File: config.mk
export PLATFORM = sky130hd
export DESIGN_NAME = flk_lock_ctrl
export DESIGN_NICKNAME = d
export VERILOG_FILES = /design/src/core/flk_pkg.sv /design/src/core/flk_level_decode.sv /design/src/core/flk_ea_latch.sv /design/src/core/flk_lock_ctrl.sv
export SDC_FILE = /design/constraint.sdc
export NUM_CORES = 1
export LEC_CHECK = 0
export CAP_MARGIN = 20
export CELL_PAD_IN_SITES_DETAIL_PLACEMENT = 1
export CELL_PAD_IN_SITES_GLOBAL_PLACEMENT = 1
export CORE_MARGIN = 5
export CORE_UTILIZATION = 55
export DETAILED_ROUTE_END_ITERATION = 8
export DONT_BUFFER_PORTS = 1
export PLACE_DENSITY = 0.84
export SYNTH_ARGS = -nofsm -noshare
export SYNTH_HDL_FRONTEND = slang
export SYNTH_HIERARCHICAL = 1
export SYNTH_SLANG_ARGS = --single-unit
File: constraint.sdc
create_clock -name clock -period 7.35 [get_ports clock]
set_clock_uncertainty 0.15 [all_clocks]
set_input_delay 0.3675 -clock clock [delete_from_list [all_inputs] [get_ports clock]]
set_output_delay 0.3675 -clock clock [all_outputs]
set_load 0.03 [all_outputs]
File: src/core/flk_pkg.sv
// package: lock level types, security byte layout, constants
package flk_pkg;

  // four protection levels, lowest first
  typedef enum logic [1:0] {
    LVL_1,
    LVL_2,
    LVL_3,
    LVL_4
  } flk_level_e;

  // parallel programmer commands
  typedef enum logic [2:0] {
    PCMD_READ_ID,
    PCMD_PROG_CODE,
    PCMD_VERIFY_CODE,
    PCMD_PROG_HSB,
    PCMD_READ_HSB,
    PCMD_CHIP_ERASE,
    PCMD_PROG_XAF,
    PCMD_READ_XAF
  } flk_pcmd_e;

  // parallel programmer request and answer
  typedef struct packed {
    flk_pcmd_e   cmd;
    logic [15:0] addr;
    logic [7:0]  data;
  } flk_preq_s;

  typedef struct packed {
    logic [7:0] data;
    logic       refused;
  } flk_presp_s;

  // in-system / firmware call request
  typedef struct packed {
    logic        write;
    logic        extra_array_flash;
    logic [15:0] addr;
    logic [7:0]  data;
  } flk_swreq_s;

  // hardware security byte bit positions
  localparam int unsigned HSB_X2_BIT   = 7;
  localparam int unsigned HSB_BOOT_JUMP_SELECT_BIT = 6;
  localparam int unsigned HSB_AUX_RAM_ENABLE_BIT = 3;
  localparam int unsigned HSB_LB2_BIT  = 2;
  localparam int unsigned HSB_LB1_BIT  = 1;
  localparam int unsigned HSB_LB0_BIT  = 0;

  // byte values: factory default, erased, reserved bits
  localparam logic [7:0] HSB_FACTORY   = 8'hbb;
  localparam logic [7:0] HSB_ERASED    = 8'hff;
  localparam logic [7:0] HSB_RSVD_MASK = 8'h30;

  // extra array flash: depth, index width, register slots
  localparam int unsigned XAF_DEPTH   = 16;
  localparam int unsigned XAF_AW      = 4;
  localparam logic [3:0]  XAF_SBV_IDX = 4'h0;
  localparam logic [3:0]  XAF_SSB_IDX = 4'h1;
  localparam logic [3:0]  XAF_BSB_IDX = 4'h2;
  localparam logic [7:0]  SBV_RESET   = 8'hfc;
  localparam logic [7:0]  SSB_RESET   = 8'hff;
  localparam logic [7:0]  BSB_RESET   = 8'h00;
  localparam logic [7:0]  XAF_BLANK   = 8'hff;

  // boot addresses chosen by the boot-jump bit
  localparam logic [15:0] BOOT_ADDR_ISP  = 16'hf800;
  localparam logic [15:0] BOOT_ADDR_USER = 16'h0000;

  // part identification bytes; values are arbitrary
  localparam logic [7:0] PART_ID_0 = 8'h5a;
  localparam logic [7:0] PART_ID_1 = 8'h3c;

  // chip erase duration, rounded up to whole cycles
  localparam int unsigned CLK_PERIOD_NS = 25;
  localparam int unsigned ERASE_TIME_NS = 400;
  localparam int unsigned ERASE_CYCLES  =
    (ERASE_TIME_NS + CLK_PERIOD_NS - 1) / CLK_PERIOD_NS;
  localparam int unsigned ERASE_CW      = 6;

  // lock bits to level: highest programmed (zero) bit wins
  function automatic flk_level_e lock_to_level(input logic [2:0] lb);
    flk_level_e lv;
    lv = LVL_1;
    if (!lb[2]) begin
      lv = LVL_4;
    end else if (!lb[1]) begin
      lv = LVL_3;
    end else if (!lb[0]) begin
      lv = LVL_2;
    end
    return lv;
  endfunction

endpackage

File: src/core/flk_level_decode.sv
// lock bits to protection level and the gates each level closes
`timescale 1ns/1ps
module flk_level_decode import flk_pkg::*; (
  // lock bits as stored, one means unprogrammed
  input  wire logic [2:0] lockBits,
  // decoded level and gates
  output flk_level_e      level,
  output logic            blockTblRead,
  output logic            holdEa,
  output logic            blockProg,
  output logic            blockVerify,
  output logic            blockExtExec
);

  // each level adds to the ones below it
  always_comb begin
    level        = lock_to_level(lockBits);
    blockTblRead = (level != LVL_1);
    holdEa       = (level != LVL_1);
    blockProg    = (level != LVL_1);
    blockVerify  = (level == LVL_3) || (level == LVL_4);
    blockExtExec = (level == LVL_4);
  end

endmodule

File: src/core/flk_ea_latch.sv
// external-access pin: captured once after reset, held when locked
`timescale 1ns/1ps
module flk_ea_latch (
  // clock and reset
  input  wire logic clock,
  input  wire logic arst_n,
  // pin and lock control
  input  wire logic eaPin,
  input  wire logic holdEa,
  // effective level
  output logic      eaEffective
);

  logic captured_r;
  logic captured_nxt;
  logic eaHeld_r;
  logic eaHeld_nxt;

  // reset loads constants; the pin is caught at the first edge after release
  always_comb begin
    captured_nxt = 1'b1;
    eaHeld_nxt   = captured_r ? eaHeld_r : eaPin;
  end

  always_ff @(posedge clock or negedge arst_n) begin
    if (!arst_n) begin
      captured_r <= 1'b0;
      eaHeld_r   <= 1'b0;
    end else begin
      captured_r <= captured_nxt;
      eaHeld_r   <= eaHeld_nxt;
    end
  end

  // before capture the pin passes straight through
  assign eaEffective = (holdEa && captured_r) ? eaHeld_r : eaPin;

endmodule

File: src/core/flk_lock_ctrl.sv
// flash lock controller: security byte, level gating, programmer ports
// Operation
// all lock bits unprogrammed gives level 1 with no restriction
// highest programmed lock bit sets level; none programmed means level 1
// lock bit reads one unprogrammed, zero programmed
// level 2 and up: external table reads cannot see internal code
// level 2 and up: access pin latched at reset, later changes ignored
// level 2 and up: parallel code programming refused
// level 2: in-system and firmware programming still allowed
// level 3 and up: parallel code verify refused
// level 4: external execution disabled; factory default level
// programmer sets levels 2 or 3 only after verifying code
// lock bits gate parallel port only; in-system path stays open
// programmer issues chip erase before loading new code
// chip erase clears flash and returns security byte to unprogrammed
// part identification readable at every level
// shipped with boot-jump bit programmed, starting in-system mode
// shipped with double-speed bit unprogrammed, standard speed
// shipped with extended RAM bit unprogrammed, RAM enabled
// shipped with lock bits at level four
// extra-array registers reachable by programmer, in-system and firmware
// boot address f800h when boot-jump zero, 0000h when one
`timescale 1ns/1ps
module flk_lock_ctrl import flk_pkg::*; (
  // clock and reset
  input  wire logic       clock,
  input  wire logic       arst_n,
  // parallel programmer port
  input  wire logic       progValid,
  input  flk_preq_s       progReq,
  output logic            progReady,
  output logic            progRespValid,
  output flk_presp_s      progResp,
  // in-system and firmware call port
  input  wire logic       swValid,
  input  flk_swreq_s      swReq,
  output logic            swReady,
  output logic            swRespValid,
  output logic [7:0]      swRdata,
  // code flash array
  output logic            flashWrEn,
  output logic            flashEraseAll,
  output logic [15:0]     flashAddr,
  output logic [7:0]      flashWdata,
  input  wire logic [7:0] flashRdata,
  // core side gating
  input  wire logic       tblValid,
  input  wire logic       tblFromExt,
  output logic            tblAllow,
  output logic            extExecAllow,
  input  wire logic       eaPin,
  output logic            eaEffective,
  // configuration seen by the core
  output flk_level_e      secLevel,
  output logic [15:0]     bootAddr,
  output logic            doubleSpeed,
  output logic            auxRamEnable,
  output logic [7:0]      bootVectorHigh
);

  typedef enum logic [1:0] {
    ST_IDLE,
    ST_READ,
    ST_ERASE
  } flk_state_e;

  // controller state
  flk_state_e           state_r;
  flk_state_e           state_nxt;
  logic [7:0]           hsb_r;
  logic [7:0]           hsb_nxt;
  logic [ERASE_CW-1:0]  eraseCnt_r;
  logic [ERASE_CW-1:0]  eraseCnt_nxt;
  logic                 readForProg_r;
  logic                 readForProg_nxt;
  // answer registers
  logic                 progRespValid_nxt;
  flk_presp_s           progResp_nxt;
  logic                 swRespValid_nxt;
  logic [7:0]           swRdata_nxt;
  // flash strobes
  logic                 flashWrEn_nxt;
  logic                 flashEraseAll_nxt;
  logic [15:0]          flashAddr_nxt;
  logic [7:0]           flashWdata_nxt;
  // extra array flash
  logic [7:0]           xaf_r [XAF_DEPTH];
  logic                 xafWr;
  logic [XAF_AW-1:0]    xafIdx;
  logic [7:0]           xafWdata;
  logic                 xafErase;
  // level gates
  logic                 blockTblRead;
  logic                 holdEa;
  logic                 blockProg;
  logic                 blockVerify;
  logic                 blockExtExec;
  logic                 progTake;
  logic                 swTake;

  // level decode of the three lock bits
  flk_level_decode u_decode (
    .lockBits     (hsb_r[HSB_LB2_BIT:HSB_LB0_BIT]),
    .level        (secLevel),
    .blockTblRead (blockTblRead),
    .holdEa       (holdEa),
    .blockProg    (blockProg),
    .blockVerify  (blockVerify),
    .blockExtExec (blockExtExec)
  );

  // external-access pin capture
  flk_ea_latch u_ea (
    .clock       (clock),
    .arst_n      (arst_n),
    .eaPin       (eaPin),
    .holdEa      (holdEa),
    .eaEffective (eaEffective)
  );

  // extra array reset contents
  function automatic logic [7:0] xaf_init(input int unsigned idx);
    logic [7:0] v;
    v = XAF_BLANK;
    if (idx == 32'(XAF_SBV_IDX)) begin
      v = SBV_RESET;
    end else if (idx == 32'(XAF_SSB_IDX)) begin
      v = SSB_RESET;
    end else if (idx == 32'(XAF_BSB_IDX)) begin
      v = BSB_RESET;
    end
    return v;
  endfunction

  // programmer has priority; the firmware port waits behind it
  assign progReady = (state_r == ST_IDLE);
  assign swReady   = (state_r == ST_IDLE) && !progValid;
  assign progTake  = progValid && progReady;
  assign swTake    = swValid && swReady;

  // core gating is combinational so a fetch sees the current level
  assign tblAllow     = !(tblValid && tblFromExt && blockTblRead);
  assign extExecAllow = !blockExtExec;

  // configuration bits straight from the security byte; boot vector high byte from the extra array
  assign doubleSpeed    = !hsb_r[HSB_X2_BIT];
  assign auxRamEnable   = hsb_r[HSB_AUX_RAM_ENABLE_BIT];
  assign bootAddr       = hsb_r[HSB_BOOT_JUMP_SELECT_BIT] ? BOOT_ADDR_USER
                                              : BOOT_ADDR_ISP;
  assign bootVectorHigh = xaf_r[XAF_SBV_IDX];

  // command decode and sequencing
  always_comb begin
    state_nxt         = state_r;
    hsb_nxt           = hsb_r;
    eraseCnt_nxt      = eraseCnt_r;
    readForProg_nxt   = readForProg_r;
    progRespValid_nxt = 1'b0;
    progResp_nxt      = progResp;
    swRespValid_nxt   = 1'b0;
    swRdata_nxt       = swRdata;
    flashWrEn_nxt     = 1'b0;
    flashEraseAll_nxt = 1'b0;
    flashAddr_nxt     = flashAddr;
    flashWdata_nxt    = flashWdata;
    xafWr             = 1'b0;
    xafIdx            = progTake ? progReq.addr[XAF_AW-1:0]
                                 : swReq.addr[XAF_AW-1:0];
    xafWdata          = progTake ? progReq.data : swReq.data;
    xafErase          = 1'b0;
    case (state_r)
      ST_IDLE: begin
        if (progTake) begin
          progResp_nxt.refused = 1'b0;
          progResp_nxt.data    = 8'h00;
          progRespValid_nxt    = 1'b1;
          case (progReq.cmd)
            PCMD_READ_ID: begin
              progResp_nxt.data = progReq.addr[0] ? PART_ID_1 : PART_ID_0;
            end
            PCMD_PROG_CODE: begin
              if (blockProg) begin
                progResp_nxt.refused = 1'b1;
              end else begin
                flashWrEn_nxt  = 1'b1;
                flashAddr_nxt  = progReq.addr;
                flashWdata_nxt = progReq.data;
              end
            end
            PCMD_VERIFY_CODE: begin
              if (blockVerify) begin
                progResp_nxt.refused = 1'b1;
              end else begin
                flashAddr_nxt     = progReq.addr;
                readForProg_nxt   = 1'b1;
                progRespValid_nxt = 1'b0;
                state_nxt         = ST_READ;
              end
            end
            PCMD_PROG_HSB: begin
              // programming only drives bits to zero; reserved bits stay one
              hsb_nxt = hsb_r & (progReq.data | HSB_RSVD_MASK);
            end
            PCMD_READ_HSB: begin
              progResp_nxt.data = hsb_r;
            end
            PCMD_CHIP_ERASE: begin
              flashEraseAll_nxt = 1'b1;
              eraseCnt_nxt      = ERASE_CW'(ERASE_CYCLES - 1);
              progRespValid_nxt = 1'b0;
              state_nxt         = ST_ERASE;
            end
            PCMD_PROG_XAF: begin
              xafWr = 1'b1;
            end
            PCMD_READ_XAF: begin
              progResp_nxt.data = xaf_r[xafIdx];
            end
            default: begin
              progResp_nxt.refused = 1'b1;
            end
          endcase
        end else if (swTake) begin
          // in-system path ignores the lock bits entirely
          swRespValid_nxt = 1'b1;
          swRdata_nxt     = 8'h00;
          if (swReq.extra_array_flash) begin
            if (swReq.write) begin
              xafWr = 1'b1;
            end else begin
              swRdata_nxt = xaf_r[xafIdx];
            end
          end else if (swReq.write) begin
            flashWrEn_nxt  = 1'b1;
            flashAddr_nxt  = swReq.addr;
            flashWdata_nxt = swReq.data;
          end else begin
            flashAddr_nxt   = swReq.addr;
            readForProg_nxt = 1'b0;
            swRespValid_nxt = 1'b0;
            state_nxt       = ST_READ;
          end
        end
      end
      ST_READ: begin
        // flash data is valid one cycle after the address
        if (readForProg_r) begin
          progRespValid_nxt    = 1'b1;
          progResp_nxt.data    = flashRdata;
          progResp_nxt.refused = 1'b0;
        end else begin
          swRespValid_nxt = 1'b1;
          swRdata_nxt     = flashRdata;
        end
        state_nxt = ST_IDLE;
      end
      ST_ERASE: begin
        flashEraseAll_nxt = 1'b1;
        if (eraseCnt_r == '0) begin
          flashEraseAll_nxt    = 1'b0;
          hsb_nxt              = HSB_ERASED;
          xafErase             = 1'b1;
          progRespValid_nxt    = 1'b1;
          progResp_nxt.refused = 1'b0;
          progResp_nxt.data    = 8'h00;
          state_nxt            = ST_IDLE;
        end else begin
          eraseCnt_nxt = eraseCnt_r - 1'b1;
        end
      end
      default: begin
        state_nxt = ST_IDLE;
      end
    endcase
  end

  // state and answer registers
  // security byte powers up at the shipped value: nonvolatile store is
  // modelled by reset, so a reset after programming restores the default
  always_ff @(posedge clock or negedge arst_n) begin
    if (!arst_n) begin
      state_r       <= ST_IDLE;
      hsb_r         <= HSB_FACTORY;
      eraseCnt_r    <= '0;
      readForProg_r <= 1'b0;
      progRespValid <= 1'b0;
      progResp      <= '0;
      swRespValid   <= 1'b0;
      swRdata       <= 8'h00;
      flashWrEn     <= 1'b0;
      flashEraseAll <= 1'b0;
      flashAddr     <= 16'h0000;
      flashWdata    <= 8'h00;
    end else begin
      state_r       <= state_nxt;
      hsb_r         <= hsb_nxt;
      eraseCnt_r    <= eraseCnt_nxt;
      readForProg_r <= readForProg_nxt;
      progRespValid <= progRespValid_nxt;
      progResp      <= progResp_nxt;
      swRespValid   <= swRespValid_nxt;
      swRdata       <= swRdata_nxt;
      flashWrEn     <= flashWrEn_nxt;
      flashEraseAll <= flashEraseAll_nxt;
      flashAddr     <= flashAddr_nxt;
      flashWdata    <= flashWdata_nxt;
    end
  end

  // extra array: chip erase leaves its software registers untouched
  always_ff @(posedge clock or negedge arst_n) begin
    if (!arst_n) begin
      for (int unsigned i = 0; i < XAF_DEPTH; i++) begin
        xaf_r[i] <= xaf_init(i);
      end
    end else if (xafWr && !xafErase) begin
      xaf_r[xafIdx] <= xafWdata;
    end
  end

endmodule

== Word-level counts from Yosys, hierarchy flattened ==
Cells that the tools add are included.
Storage, ports and cells
  bits of input ports: 68
  bits in registers: 192
  word-level logic and storage cells: 190
Cells by class
  equal/unequal tests: 34
  bitwise logic cells: 2
  reduce and logical (&&, ||, !) cells: 31
  add/subtract/negate cells: 1
  order comparisons: 2
  muxes and demuxes: 89
Operators by type and width (count)
  $mux 8: 18
  $bwmux 128: 1
  $mux 16: 6
  $mux 1: 33
  $bmux 8 s4: 1
  $demux 8 s4: 1
  $pmux 16 s2: 1
  $pmux 8 s2: 2
  $mux 9: 3
  $pmux 9 s3: 1
  $pmux 8 s3: 1
  $reduce_and 6->1: 4
  $mux 6: 3
  $mux 2: 8
  $ne 2x1->1 const B: 8
  $reduce_and 4->1: 4
  $ne 2x2->1 const B: 7
  $eq 3x3->1 const B: 4
  $pmux 6 s2: 1
  $reduce_bool 2->1: 5
  $and 8x8->8: 1
  $logic_and 1x1->1: 8
  $pmux 1 s2: 4
  $pmux 2 s2: 2
  22 further kinds: 32

== Longest topological paths before layout ==
Gate-level depths: netlist of the first run.
  depth in word-level cells: 12
  gate-level depth with buffers: 13

== Hierarchy ==
The synthesis of the first run kept the hierarchy.
By module, submodules not included
  flk_lock_ctrl: area an instance 9437.8 sq um, cells an instance 827, sequential area each 4883.4 sq um, instances 1
  flk_ea_latch: area an instance 83.8 sq um, cells an instance 6, sequential area each 50.0 sq um, instances 1
  flk_level_decode: area an instance 47.5 sq um, cells an instance 8, sequential area each 0.0 sq um, instances 1

== Worst setup path before layout of the first run ==
OpenSTA, ideal clock, no wires.
  path kind: register -> register
  start point: register state_r[0]
  end point: register swRdata[7]
  arrival: 2837 ps
  slack: 4237 ps
  cell stages (with the launch flop): 12
  data required time: 7074 ps
  path through: dfrtp_1 inv_1 ha_1 buf_6 and2_4 buf_6 mux2_4 buf_6 mux2i_1 o22ai_1 or4_1 a221o_1
Between the ends
  word-level cells in the longest chain between the ends: 12
  elaborated cells between the ends (all ways): 20
RTL lines
  from (decl): RTL line flk_lock_ctrl.sv:68  | flk_state_e state_r;
  from (signal assigned): RTL line flk_lock_ctrl.sv:295  | state_r <= state_nxt;
  $logic_not 2->1 *: RTL line flk_lock_ctrl.sv:136  | assign progReady = (state_r == ST_IDLE);
  via progReady: RTL line flk_lock_ctrl.sv:31  | output logic progReady,
  $logic_and 1x1->1: RTL line flk_lock_ctrl.sv:138  | assign progTake = progValid && progReady;
  $mux 4: RTL line flk_lock_ctrl.sv:167  | xafIdx = progTake ? progReq.addr[XAF_AW-1:0]
  $not 4->5 (implied by the code): RTL line flk_lock_ctrl.sv:231  | swRdata_nxt = xaf_r[xafIdx];
  $bmux 8 s4: RTL line flk_lock_ctrl.sv:231
  $mux 8 (implied by the code) (2 in a row): RTL line flk_lock_ctrl.sv:231
  $mux 8: RTL line flk_lock_ctrl.sv:228  | if (swReq.write) begin
  $mux 8: RTL line flk_lock_ctrl.sv:227  | if (swReq.extra_array_flash) begin
  $mux 8: RTL line flk_lock_ctrl.sv:223  | end else if (swTake) begin
  $mux 8: RTL line flk_lock_ctrl.sv:173  | if (progTake) begin
  $pmux 8 s2: RTL line flk_lock_ctrl.sv:171  | case (state_r)
  to (signal assigned): RTL line flk_lock_ctrl.sv:302  | swRdata <= swRdata_nxt;
  to (decl): RTL line flk_lock_ctrl.sv:39  | output logic [7:0] swRdata,
Mark *: on every way through the listed nets, which the timed path passes. The rest lies on a longest branch. The select of a mux whose other input is x is not followed.
A chain may end at the register's enable or synchronous reset.

== Worst setup path in the final report of the first run ==
  start point: register state_r[0]
  end point: register progResp[6] in the netlist's numbering
Between the ends
  word-level cells in the longest chain between the ends: 10
  elaborated cells between the ends (all ways): 17
RTL lines
  $logic_not 2->1 *: RTL line flk_lock_ctrl.sv:136
  via progReady: RTL line flk_lock_ctrl.sv:31
  $logic_and 1x1->1: RTL line flk_lock_ctrl.sv:138
  $mux 4: RTL line flk_lock_ctrl.sv:167
  $not 4->5 (implied by the code): RTL line flk_lock_ctrl.sv:217  | progResp_nxt.data = xaf_r[xafIdx];
  $bmux 8 s4: RTL line flk_lock_ctrl.sv:217
  $mux 8 (implied by the code) (2 in a row): RTL line flk_lock_ctrl.sv:217
  $pmux 8 s3: RTL line flk_lock_ctrl.sv:177  | case (progReq.cmd)
  $mux 9: RTL line flk_lock_ctrl.sv:173
  $pmux 9 s3: RTL line flk_lock_ctrl.sv:171
  to (signal assigned): RTL line flk_lock_ctrl.sv:300  | progResp <= progResp_nxt;
  to (decl): RTL line flk_lock_ctrl.sv:33  | output flk_presp_s progResp,
Marks and branches as above.

==> results of run 1 <==
==> final timing paths <==
| kind | from | end | slack [ps] | cells after the start |
|---|---|---|---|---|
| max | state_r[0]$_DFFE_PN0P_ | progResp[6]$_DFFE_PN0P_ | 2760 | 9 |
| min | flashRdata[3] | swRdata[3]$_DFFE_PN0P_ | 10 | 2 |
| max reg2reg | state_r[0]$_DFFE_PN0P_ | progResp[6]$_DFFE_PN0P_ | 2760 | 9 |
| min reg2reg | xaf_r[110]$_DFFE_PN0P_ | xaf_r[110]$_DFFE_PN0P_ | 370 | 1 |
| max in group asynchronous | arst_n | flashWdata[6]$_DFFE_PN0P_ | 5870 | 2 |
| min in group asynchronous | arst_n | eraseCnt_r[4]$_DFFE_PN0P_ | 490 | 2 |
==> synthesized netlist by cell type (2+ instances only) <==
cell | number | area (um^2)
a31oi_1 | 17 | 106
buf_4 | 31 | 233
nand4b_1 | 2 | 17.5
o221ai_1 | 9 | 78.8
clkbuf_1 | 27 | 101
or3_1 | 2 | 12.5
dfstp_2 | 123 | 3230
nor3_1 | 8 | 40.0
a221oi_1 | 4 | 35.0
mux2_2 | 144 | 1620
inv_1 | 16 | 60.1
o22a_1 | 3 | 26.3
mux2i_1 | 59 | 591
nand2b_1 | 4 | 25.0
conb_1 | 2 | 7.51
a22oi_1 | 11 | 82.6
buf_1 | 3 | 11.3
mux2_1 | 2 | 22.5
nor2_1 | 44 | 165
dfrtp_1 | 68 | 1700
mux2_4 | 2 | 30.0
and3_1 | 4 | 25.0
buf_6 | 3 | 33.8
o21ai_0 | 15 | 75.1
ha_1 | 6 | 75.1
nand3_1 | 17 | 85.1
and2_1 | 13 | 81.3
a21oi_1 | 33 | 165
o31ai_1 | 10 | 75.1
o22ai_1 | 17 | 106
o41ai_1 | 4 | 35.0
nor4b_1 | 4 | 35.0
nand2_1 | 114 | 428
nor2b_1 | 3 | 18.8
or2_2 | 2 | 12.5
a221o_1 | 2 | 20.0
==> state kept, by name (all words and copies together), names as in the netlist <==
register	flops
bootVectorHigh	8
state_r	2
xaf_r	120
swRespValid	1
progResp	9
progRespValid	1
flashEraseAll	1
flashAddr	16
u_ea/eaHeld_r	1
readForProg_r	1
hsb_r	7
flashWrEn	1
flashWdata	8
eraseCnt_r	6
u_ea/captured_r	1
swRdata	8
==> area by class of cell <==
class | instances | area share (%)
Multi-Input combinational cell | 579 | 40.0
Clock buffer | 17 | 4.02
Clock inverter | 15 | 1.29
Timing Repair Buffer | 51 | 4.85
Inverter | 16 | 0.567
Sequential cell | 191 | 46.6
Tap cell | 225 | 2.66
==> per-stage QoR <==
stage	instance area [um^2]	utilization, %	instances	worst slack [ps]
global route	10600	61.6	1094	2600
CTS	10600	61.6	1093	2960
detailed placement	9550	55.6	1016	3080
global placement	9550	55.6	1016	3330
finish	10600	61.6	1094	2760
floorplan	9610	-	851	4240
==> logic make-up (layout without fill, tap and decap cells) <==
logic type	Yosys count	in the layout	share of synthesized area, %
other	2	12	0.0785
adder cells (fa/ha/maj)	6	6	0.784
XOR/XNOR	2	2	0.183
flip-flops	191	191	51.6
multiplexers	207	207	23.7
AO/OA/AOI/OAI	128	128	8.66
AND/OR/NAND/NOR	224	224	10.4
buffers and inverters	81	99	4.64
==> worst register-to-register path, delay by kind of cell (launching register included) <==
kind                       cells  cell delay, ps
and+or+nand+nor                2             790
muxes                          2            1380
AOI/OAI and AO/OA              3             980
buffers and inverters          1             140
adders and majority gates      1             590
DFF                            1             420
==> report_power, final <==
part           switching [uW]  leakage (uW)  internal, uW
sequential                467       0.00212          1480
combinational             652       0.00219           460
clock                     463      0.000278           451
total                    1580       0.00459          2390
==> per-layer routing <==
| metal | GRT usage, % | part of all wire, % | wire length (um) | vias to the layer above |
|---|---|---|---|---|
| li1 | - | - | - | 3004 |
| met1 | 35.3 | 38 | 11200 | 3601 |
| met2 | 50.1 | 50 | 14900 | 307 |
| met3 | 6.24 | 6.9 | 2050 | 88 |
| met4 | 16.6 | 5.0 | 1490 | 0 |
| met5 | 0 | 0 | 0 | - |
==> results.json, run 1 <==
{
  "h-tree-depth": 4,
  "drive_gt1_share_pct": 36.1,
  "clock_sinks": 191,
  "outcome": "finished clean",
  "min_period_ps": 4590,
  "slew_headroom_pct": 22.6,
  "antenna_left": 0,
  "p_per_area_mw_per_mm2": 375,
  "fin_tns_setup_ps": 0,
  "setup_viol": 0,
  "finalMaxSlewViolations": 0,
  "drc_errors": 0,
  "ir_drop_mv": 0.238,
  "layout_commonest_cell": "mux2_2",
  "cts_tree": "yes",
  "wl_per_cell_um": 27.1,
  "cts_root_buf": "clkbuf_16",
  "finalHoldViolCount": 0,
  "fmaxAchievable_mhz": 218,
  "layout.cells.most_common_list": "144 x mux2_2, 123 x dfstp_2, 114 x nand2_1",
  "port_buffers": 0,
  "core-area_mm2": 0.0172,
  "path_max_fanout": 68,
  "drv_cap": 0,
  "arrival_ps": 4740,
  "drtIter0Drc": 522,
  "track_usage_pct": 29.6,
  "syn_area_per_cell_um2": 11.4,
  "clkTransAtPathRegs_ps": 80,
  "leakagePower_uw": 0.00459,
  "antenna_found_initial": 0,
  "vias_per_cell": 6.40,
  "netlist_instances": 841,
  "cp_slowest_stage_delay_ps": 990,
  "cts_buffer_depth": 2,
  "clkLatencyLatePin_ps": 450,
  "die_h_um": 142,
  "crit_path_end_kind": "flip-flop",
  "yosys_warnings": 6,
  "cp_num_buf_inv": 1,
  "hold_buffers": 45,
  "hold_path_class": "primary input to flip-flop",
  "seqCellArea_mm2": 0.00493,
  "cts_resized": 0,
  "crit_type": "flip-flop to flip-flop",
  "ys.flop_type": "dfstp_2",
  "dpl.hpwl_mm": 18.5,
  "fillers": 1765,
  "period_share_pct": 62.5,
  "start_kind": "flip-flop",
  "synth_edf_count": 0,
  "numCtsBuffers": 17,
  "required_ps": 7500,
  "io_pins": 146,
  "cts_setup_buffers": 0,
  "gp_routability_congestion": 0.856,
  "holdWs_ps": 14.8,
  "area_delta_synth_final_pct": 10.6,
  "core.rowCount": 48,
  "fp.dieArea_mm2": 0.0201,
  "overflow": 0,
  "syn_area_mm2": 0.00957,
  "grt_max_degree": 192,
  "tightest_slew_ps": 1160,
  "vias": 7000,
  "synth-seq-cells": 191,
  "first_global_vias": 7741,
  "worstPathCellList": "inv_1, ha_1, and2_4, mux2_4, mux2_2, o22ai_1, a221oi_1, nand3_1, o31ai_1",
  "grt_pass1_wl_mm": 45.5,
  "die_x_um": 142,
  "synthArstFlopShare_pct": 100,
  "start_util_pct": 55.7,
  "total_power_uw": 3970,
  "rsz0062_at_grt": "false",
  "diodes": 0,
  "routed_wl_mm": 29.6,
  "fin_nets": 930,
  "first_pass_iters": 5,
  "path_delay_family": "multiplexers",
  "cpMaxStageDelayCell": "mux2_4",
  "synth_cell_types": 49,
  "multi_input_area_mm2": 0.00424,
  "yosysSeqAreaShare_pct": 51.6
}
Power figures use the tool's default switching activity.
==> inputs of run 2 (changes only) <==
- CORE_UTILIZATION: 55 -> 51
- PLACE_DENSITY: 0.84 -> 0.78
- clock period: 7.35 -> 4.5 ns (I/O delays scaled with it)
==> run 2 against run 1 <==
Net effect: the run now ends with negative hold slack left; flip-flop and latch count stayed put; combinational power increased by 59%; non-clock buffer count up 13; fmax up 19%; routed wire length shrank 1.8%; setup slack worse by 2100 ps; via count is 1.1% higher; largest power group unchanged.
==> results.json, run 2 (synthesized netlist as in run 1, its figures left out) <==
{
  "rsz0062_at_grt": "false",
  "dpl.hpwl_mm": 18.9,
  "cts_tree": "yes",
  "numCtsBuffers": 17,
  "required_ps": 4710,
  "cp_slowest_stage_delay_ps": 510,
  "layout.cells.most_common_list": "144 x mux2_2, 123 x dfstp_2, 114 x nand2_1",
  "layout_commonest_cell": "mux2_2",
  "vias_per_cell": 6.34,
  "track_usage_pct": 26.8,
  "die_x_um": 147,
  "core-area_mm2": 0.0186,
  "routed.top_layer": "met4",
  "cts_buffer_depth": 2,
  "finalMaxSlewViolations": 0,
  "hold_path_class": "primary input to asynchronous set/reset pin",
  "drtIter0Drc": 360,
  "largest_register_ffs": 120,
  "worst_path_most_repeated_cell": "buf_4",
  "start_util_pct": 51.5,
  "holdWs_ps": -669,
  "cts_resized": 0,
  "wl_per_cell_um": 26.1,
  "crit_type": "flip-flop to flip-flop",
  "ir_drop_mv": 0.309,
  "power_frac_clock_pct": 22.9,
  "area_delta_synth_final_pct": 11.9,
  "clkLatencyLatePin_ps": 430,
  "outcome": "finished with violations",
  "crit_path_end_kind": "flip-flop",
  "drv_cap": 0,
  "first_pass_iters": 5,
  "fin_nets": 943,
  "comb_power_share_pct": 27.7,
  "port_buffers": 0,
  "io_pins": 146,
  "antenna_found_initial": 1,
  "antenna_left": 0,
  "worstPathCellList": "inv_1, ha_1, buf_4, nand2_1, buf_4, nor3b_1, a31oi_1, a21oi_1, nand3_1, mux2_2",
  "min_period_ps": 3860,
  "grt_max_degree": 192,
  "drive_gt1_share_pct": 35.8,
  "leakagePower_uw": 0.00464,
  "swShare_pct": 38.7,
  "die_h_um": 147,
  "met3_length_mm": 2.02,
  "routed_wl_mm": 29.1,
  "tightest_slew_ps": 1030,
  "path_delay_family": "simple AND/OR/NAND/NOR gates",
  "slew_headroom_pct": 31.1,
  "cpMaxStageDelayCell": "nand3_1",
  "fmaxAchievable_mhz": 259,
  "path_max_fanout": 20,
  "core.rowCount": 50,
  "cp_num_buf_inv": 3,
  "wl_met2_mm": 14.7,
  "p_per_area_mw_per_mm2": 598,
  "fin_tns_setup_ps": 0,
  "gp_routability_congestion": 0.905,
  "first_global_vias": 7630,
  "clock_sinks": 191,
  "clkTransAtPathRegs_ps": 70,
  "reg.largest.list": "xaf_r x120, flashAddr x16, progResp x9",
  "p_switching_uw": 2480,
  "start_kind": "flip-flop",
  "cts_root_buf": "clkbuf_16",
  "grt_pass1_wl_mm": 45.0,
  "setup_viol": 0,
  "pwr-share-seq_pct": 49.4,
  "layout_setup_ws_ps": 639,
  "met1_length_mm": 11.4,
  "finalHoldViolCount": 191,
  "intPower_uw": 3920,
  "drc_errors": 0,
  "period_share_pct": 85.8,
  "fp.dieArea_mm2": 0.0216,
  "overflow": 0,
  "arrival_ps": 4070,
  "dp_slack_ps": 829,
  "h-tree-depth": 4,
  "violations": "negative hold slack",
  "regMostFlops": "xaf_r",
  "vias": 7077
}
-- run 2: cell count changes in the layout (fill, tap and decap cells not counted) --
cell / previous run / this run
clkinvlp_4: 1 / 0
buf_4: 5 / 9
dlygate4sd3_1: 44 / 55
inv_6: 8 / 6
buf_16: 1 / 0
clkbuf_4: 1 / 0
diode_2: 0 / 1
clkbuf_8: 0 / 1
clkinv_2: 1 / 3
-- run 2: path summary, 6_finish.rpt --
path	startpoint	to	slack, ps	cells after the start
min	arst_n	eraseCnt_r[3]$_DFFE_PN0P_	-670	0
max in group asynchronous	arst_n	xaf_r[8]$_DFFE_PN1P_	4520	0
max	state_r[0]$_DFFE_PN0P_	xaf_r[54]$_DFFE_PN1P_	640	10
min in group clock	progReq[26]	flashEraseAll$_DFF_PN0_	20	2
max reg2reg	state_r[0]$_DFFE_PN0P_	xaf_r[54]$_DFFE_PN1P_	640	10
min reg2reg	xaf_r[108]$_DFFE_PN0P_	xaf_r[108]$_DFFE_PN0P_	360	1
-- run 2: area by class of cell --
class	instances	area, um^2
diodes	1	2.50
multi-input cells	579	4240
clock buffers	18	439
fillers	1925	7880
flip-flops and latches	191	4930
inverters	16	60.1
repair buffers	64	618
clock inverters	14	121
well taps	234	293
-- run 2: per-layer routing --
metal	track usage (%)	vias up
met5	0	-
met4	10.1	0
met3	6.45	64
met2	46.2	286
met1	32.7	3697
li1	-	3030
-- run 2: per-stage QoR --
stage / cells / total power (uW) / instance area [um^2] / utilization [%]
5_1_grt: 1117 / 6720 / 10700 / 57.6
3_3_place_gp: 1029 / 4620 / 9590 / 51.6
3_5_place_dp: 1029 / 4760 / 9590 / 51.6
2_1_floorplan: 851 / 4290 / 9610 / -
4_1_cts: 1115 / 6380 / 10700 / 57.5
6_report: 1117 / 6410 / 10700 / 57.6
-- run 2: what timing repair did --
action | in CTS | in global routing
hold buffers | 54 | 1
setup buffers | 0 | 0
hold endpoints to repair | 233 | 192
-- run 2: power groups by stage --
stage / clock network, uW / logic [uW] / registers, uW
after CTS: 1480 / 1730 / 3160
after global routing: 1580 / 1920 / 3220
after global placement: 0 / 1480 / 3150
after floorplan: 0 / 1300 / 2990
final: 1470 / 1770 / 3170
after detailed placement: 0 / 1580 / 3190
==> inputs of run 3 (changes only) <==
- REMOVE_ABC_BUFFERS: unset -> 1
==> run 3 against run 2 <==
Net effect: the run still ends with negative hold slack left; worst hold slack got worse by 6.5 ps; global-route usage up 0.28 points; register-to-register slack worse by 40 ps; combinational power is essentially flat; clock power is 3% higher; highest routed layer unchanged; critical endpoint is now progResp[7]$_DFFE_PN0P_.
==> results.json, run 3 (synthesized netlist as in run 1, its figures left out) <==
{
  "first_global_vias": 7616,
  "fin_tns_setup_ps": 0,
  "numCtsBuffers": 17,
  "hold_path_class": "primary input to asynchronous set/reset pin",
  "die_h_um": 147,
  "cts_root_buf": "clkbuf_16",
  "drtIter0Drc": 475,
  "leakagePower_uw": 0.00463,
  "clkLatencyLatePin_ps": 440,
  "drive_gt1_share_pct": 35.9,
  "finalMaxSlewViolations": 0,
  "start_util_pct": 51.5,
  "place_inst": 1029,
  "setup_viol": 0,
  "finalHoldViolCount": 191,
  "vias": 6893,
  "wl_per_cell_um": 26.2,
  "crit_path_end_kind": "flip-flop",
  "min_period_ps": 3900,
  "layout.cells.most_common_list": "144 x mux2_2, 123 x dfstp_2, 114 x nand2_1",
  "fin_nets": 941,
  "gp_routability_congestion": 0.949,
  "crit_type": "flip-flop to flip-flop",
  "cts_buffer_depth": 2,
  "regMostFlops": "xaf_r",
  "io_pins": 146,
  "drc_errors": 0,
  "reg.largest.list": "xaf_r x120, flashAddr x16, progResp x9",
  "largest_register_ffs": 120,
  "hold_buffers": 53,
  "vias_per_cell": 6.19,
  "cpMaxStageDelayCell": "mux2_4",
  "dpl.hpwl_mm": 19.1,
  "track_usage_pct": 27.1,
  "cts_setup_buffers": 0,
  "antenna_left": 0,
  "clock_sinks": 191,
  "routed_wl_mm": 29.2,
  "tightest_slew_ps": 989,
  "cp_slowest_stage_delay_ps": 680,
  "ir_drop_mv": 0.292,
  "arrival_ps": 4100,
  "cts_resized": 0,
  "overflow": 0,
  "fmaxAchievable_mhz": 256,
  "die_x_um": 147,
  "final_cell_count_no_fill": 1114,
  "grt_max_degree": 192,
  "port_buffers": 0,
  "layout_commonest_cell": "mux2_2",
  "grt_pass1_wl_mm": 45.4,
  "drv_cap": 0,
  "period_share_pct": 86.8,
  "slew_headroom_pct": 34.1,
  "clkTransAtPathRegs_ps": 80,
  "area_delta_synth_final_pct": 11.8,
  "fillers": 1897,
  "start_kind": "flip-flop",
  "worstPathCellList": "inv_1, ha_1, and2_4, mux2_4, buf_4, mux2_2, o22ai_1, a221oi_1, nand3_1, o31ai_1",
  "path_max_fanout": 39,
  "first_pass_iters": 5,
  "diodes": 0,
  "core.rowCount": 50,
  "outcome": "finished with violations",
  "core-area_mm2": 0.0186,
  "fp.dieArea_mm2": 0.0216,
  "rsz0062_at_grt": "false",
  "antenna_found_initial": 1,
  "cts_tree": "yes",
  "violations": "negative hold slack",
  "p_per_area_mw_per_mm2": 605,
  "holdWs_ps": -675,
  "h-tree-depth": 4,
  "required_ps": 4700
}
==> run 3: cell types whose count changed in the layout (fill, tap and decap cells not counted), sizes merged <==
| cell | change |
|---|---|
| inv | -3 |
| diode | -1 |
| clkinv | +2 |
| clkinvlp | +1 |
| bufinv | +1 |
| clkbuf | -1 |
| dlygate4sd3 | -2 |
==> run 3: final cells by class <==
| class | count | area [um^2] | area share, % |
|---|---|---|---|
| sequential | 191 | 4930 | 46.1 |
| multi-input combinational | 579 | 4240 | 39.6 |
| timing repair buffer | 62 | 598 | 5.59 |
| clock buffer | 17 | 425 | 3.98 |
| tap | 234 | 293 | 2.74 |
| clock inverter | 15 | 151 | 1.42 |
| inverter | 16 | 60.1 | 0.561 |
==> run 3: layer usage <==
layer	part of all wire [%]	global-route usage (%)	up-vias	routed length [um]
li1	-	-	3008	-
met1	40	32.7	3532	11600
met5	0	0	-	0
met3	6.2	6.48	78	1810
met2	50	46.8	275	14700
met4	3.6	10.8	0	1050
==> run 3: path summary, 6_finish.rpt <==
path	from	to	slack (ps)	cells after the start
setup / recovery	state_r[0]$_DFFE_PN0P_	progResp[7]$_DFFE_PN0P_	600	10
hold / removal	arst_n	swRdata[5]$_DFFE_PN0P_	-680	0
setup reg to reg	state_r[0]$_DFFE_PN0P_	progResp[7]$_DFFE_PN0P_	600	10
hold reg to reg	xaf_r[110]$_DFFE_PN0P_	xaf_r[110]$_DFFE_PN0P_	360	1
max in group asynchronous	arst_n	hsb_r[0]$_DFFE_PN1P_	4540	0
min in group clock	progReq[26]	progResp[6]$_DFFE_PN0P_	10	2
==> run 3: critical path, delay by kind of cell, from the launching register on <==
family | cells | cell delay, ps
AO/OA/AOI/OAI | 3 | 910
multiplexers | 2 | 870
AND/OR/NAND/NOR | 2 | 720
buffers and inverters | 2 | 520
flip-flops | 1 | 410
adder cells (fa/ha/maj) | 1 | 190
==> run 3: through the flow <==
| step | utilization, % | hold slack [ps] | cell area [um^2] | total power (uW) | setup slack, ps |
|---|---|---|---|---|---|
| after global placement | 51.6 | -216 | 9590 | 4660 | 833 |
| after detailed placement | 51.6 | -215 | 9590 | 4780 | 708 |
| after floorplan | - | -221 | 9220 | 4190 | -283 |
| after CTS | 57.6 | -688 | 10700 | 6430 | 674 |
| final | 57.6 | -675 | 10700 | 6470 | 595 |
| after global routing | 57.6 | -699 | 10700 | 6770 | 507 |
==> run 3: power breakdown <==
| part | internal (uW) | switching, uW |
|---|---|---|
| Sequential | 2410 | 752 |
| Combinational | 767 | 1030 |
| Clock | 784 | 728 |
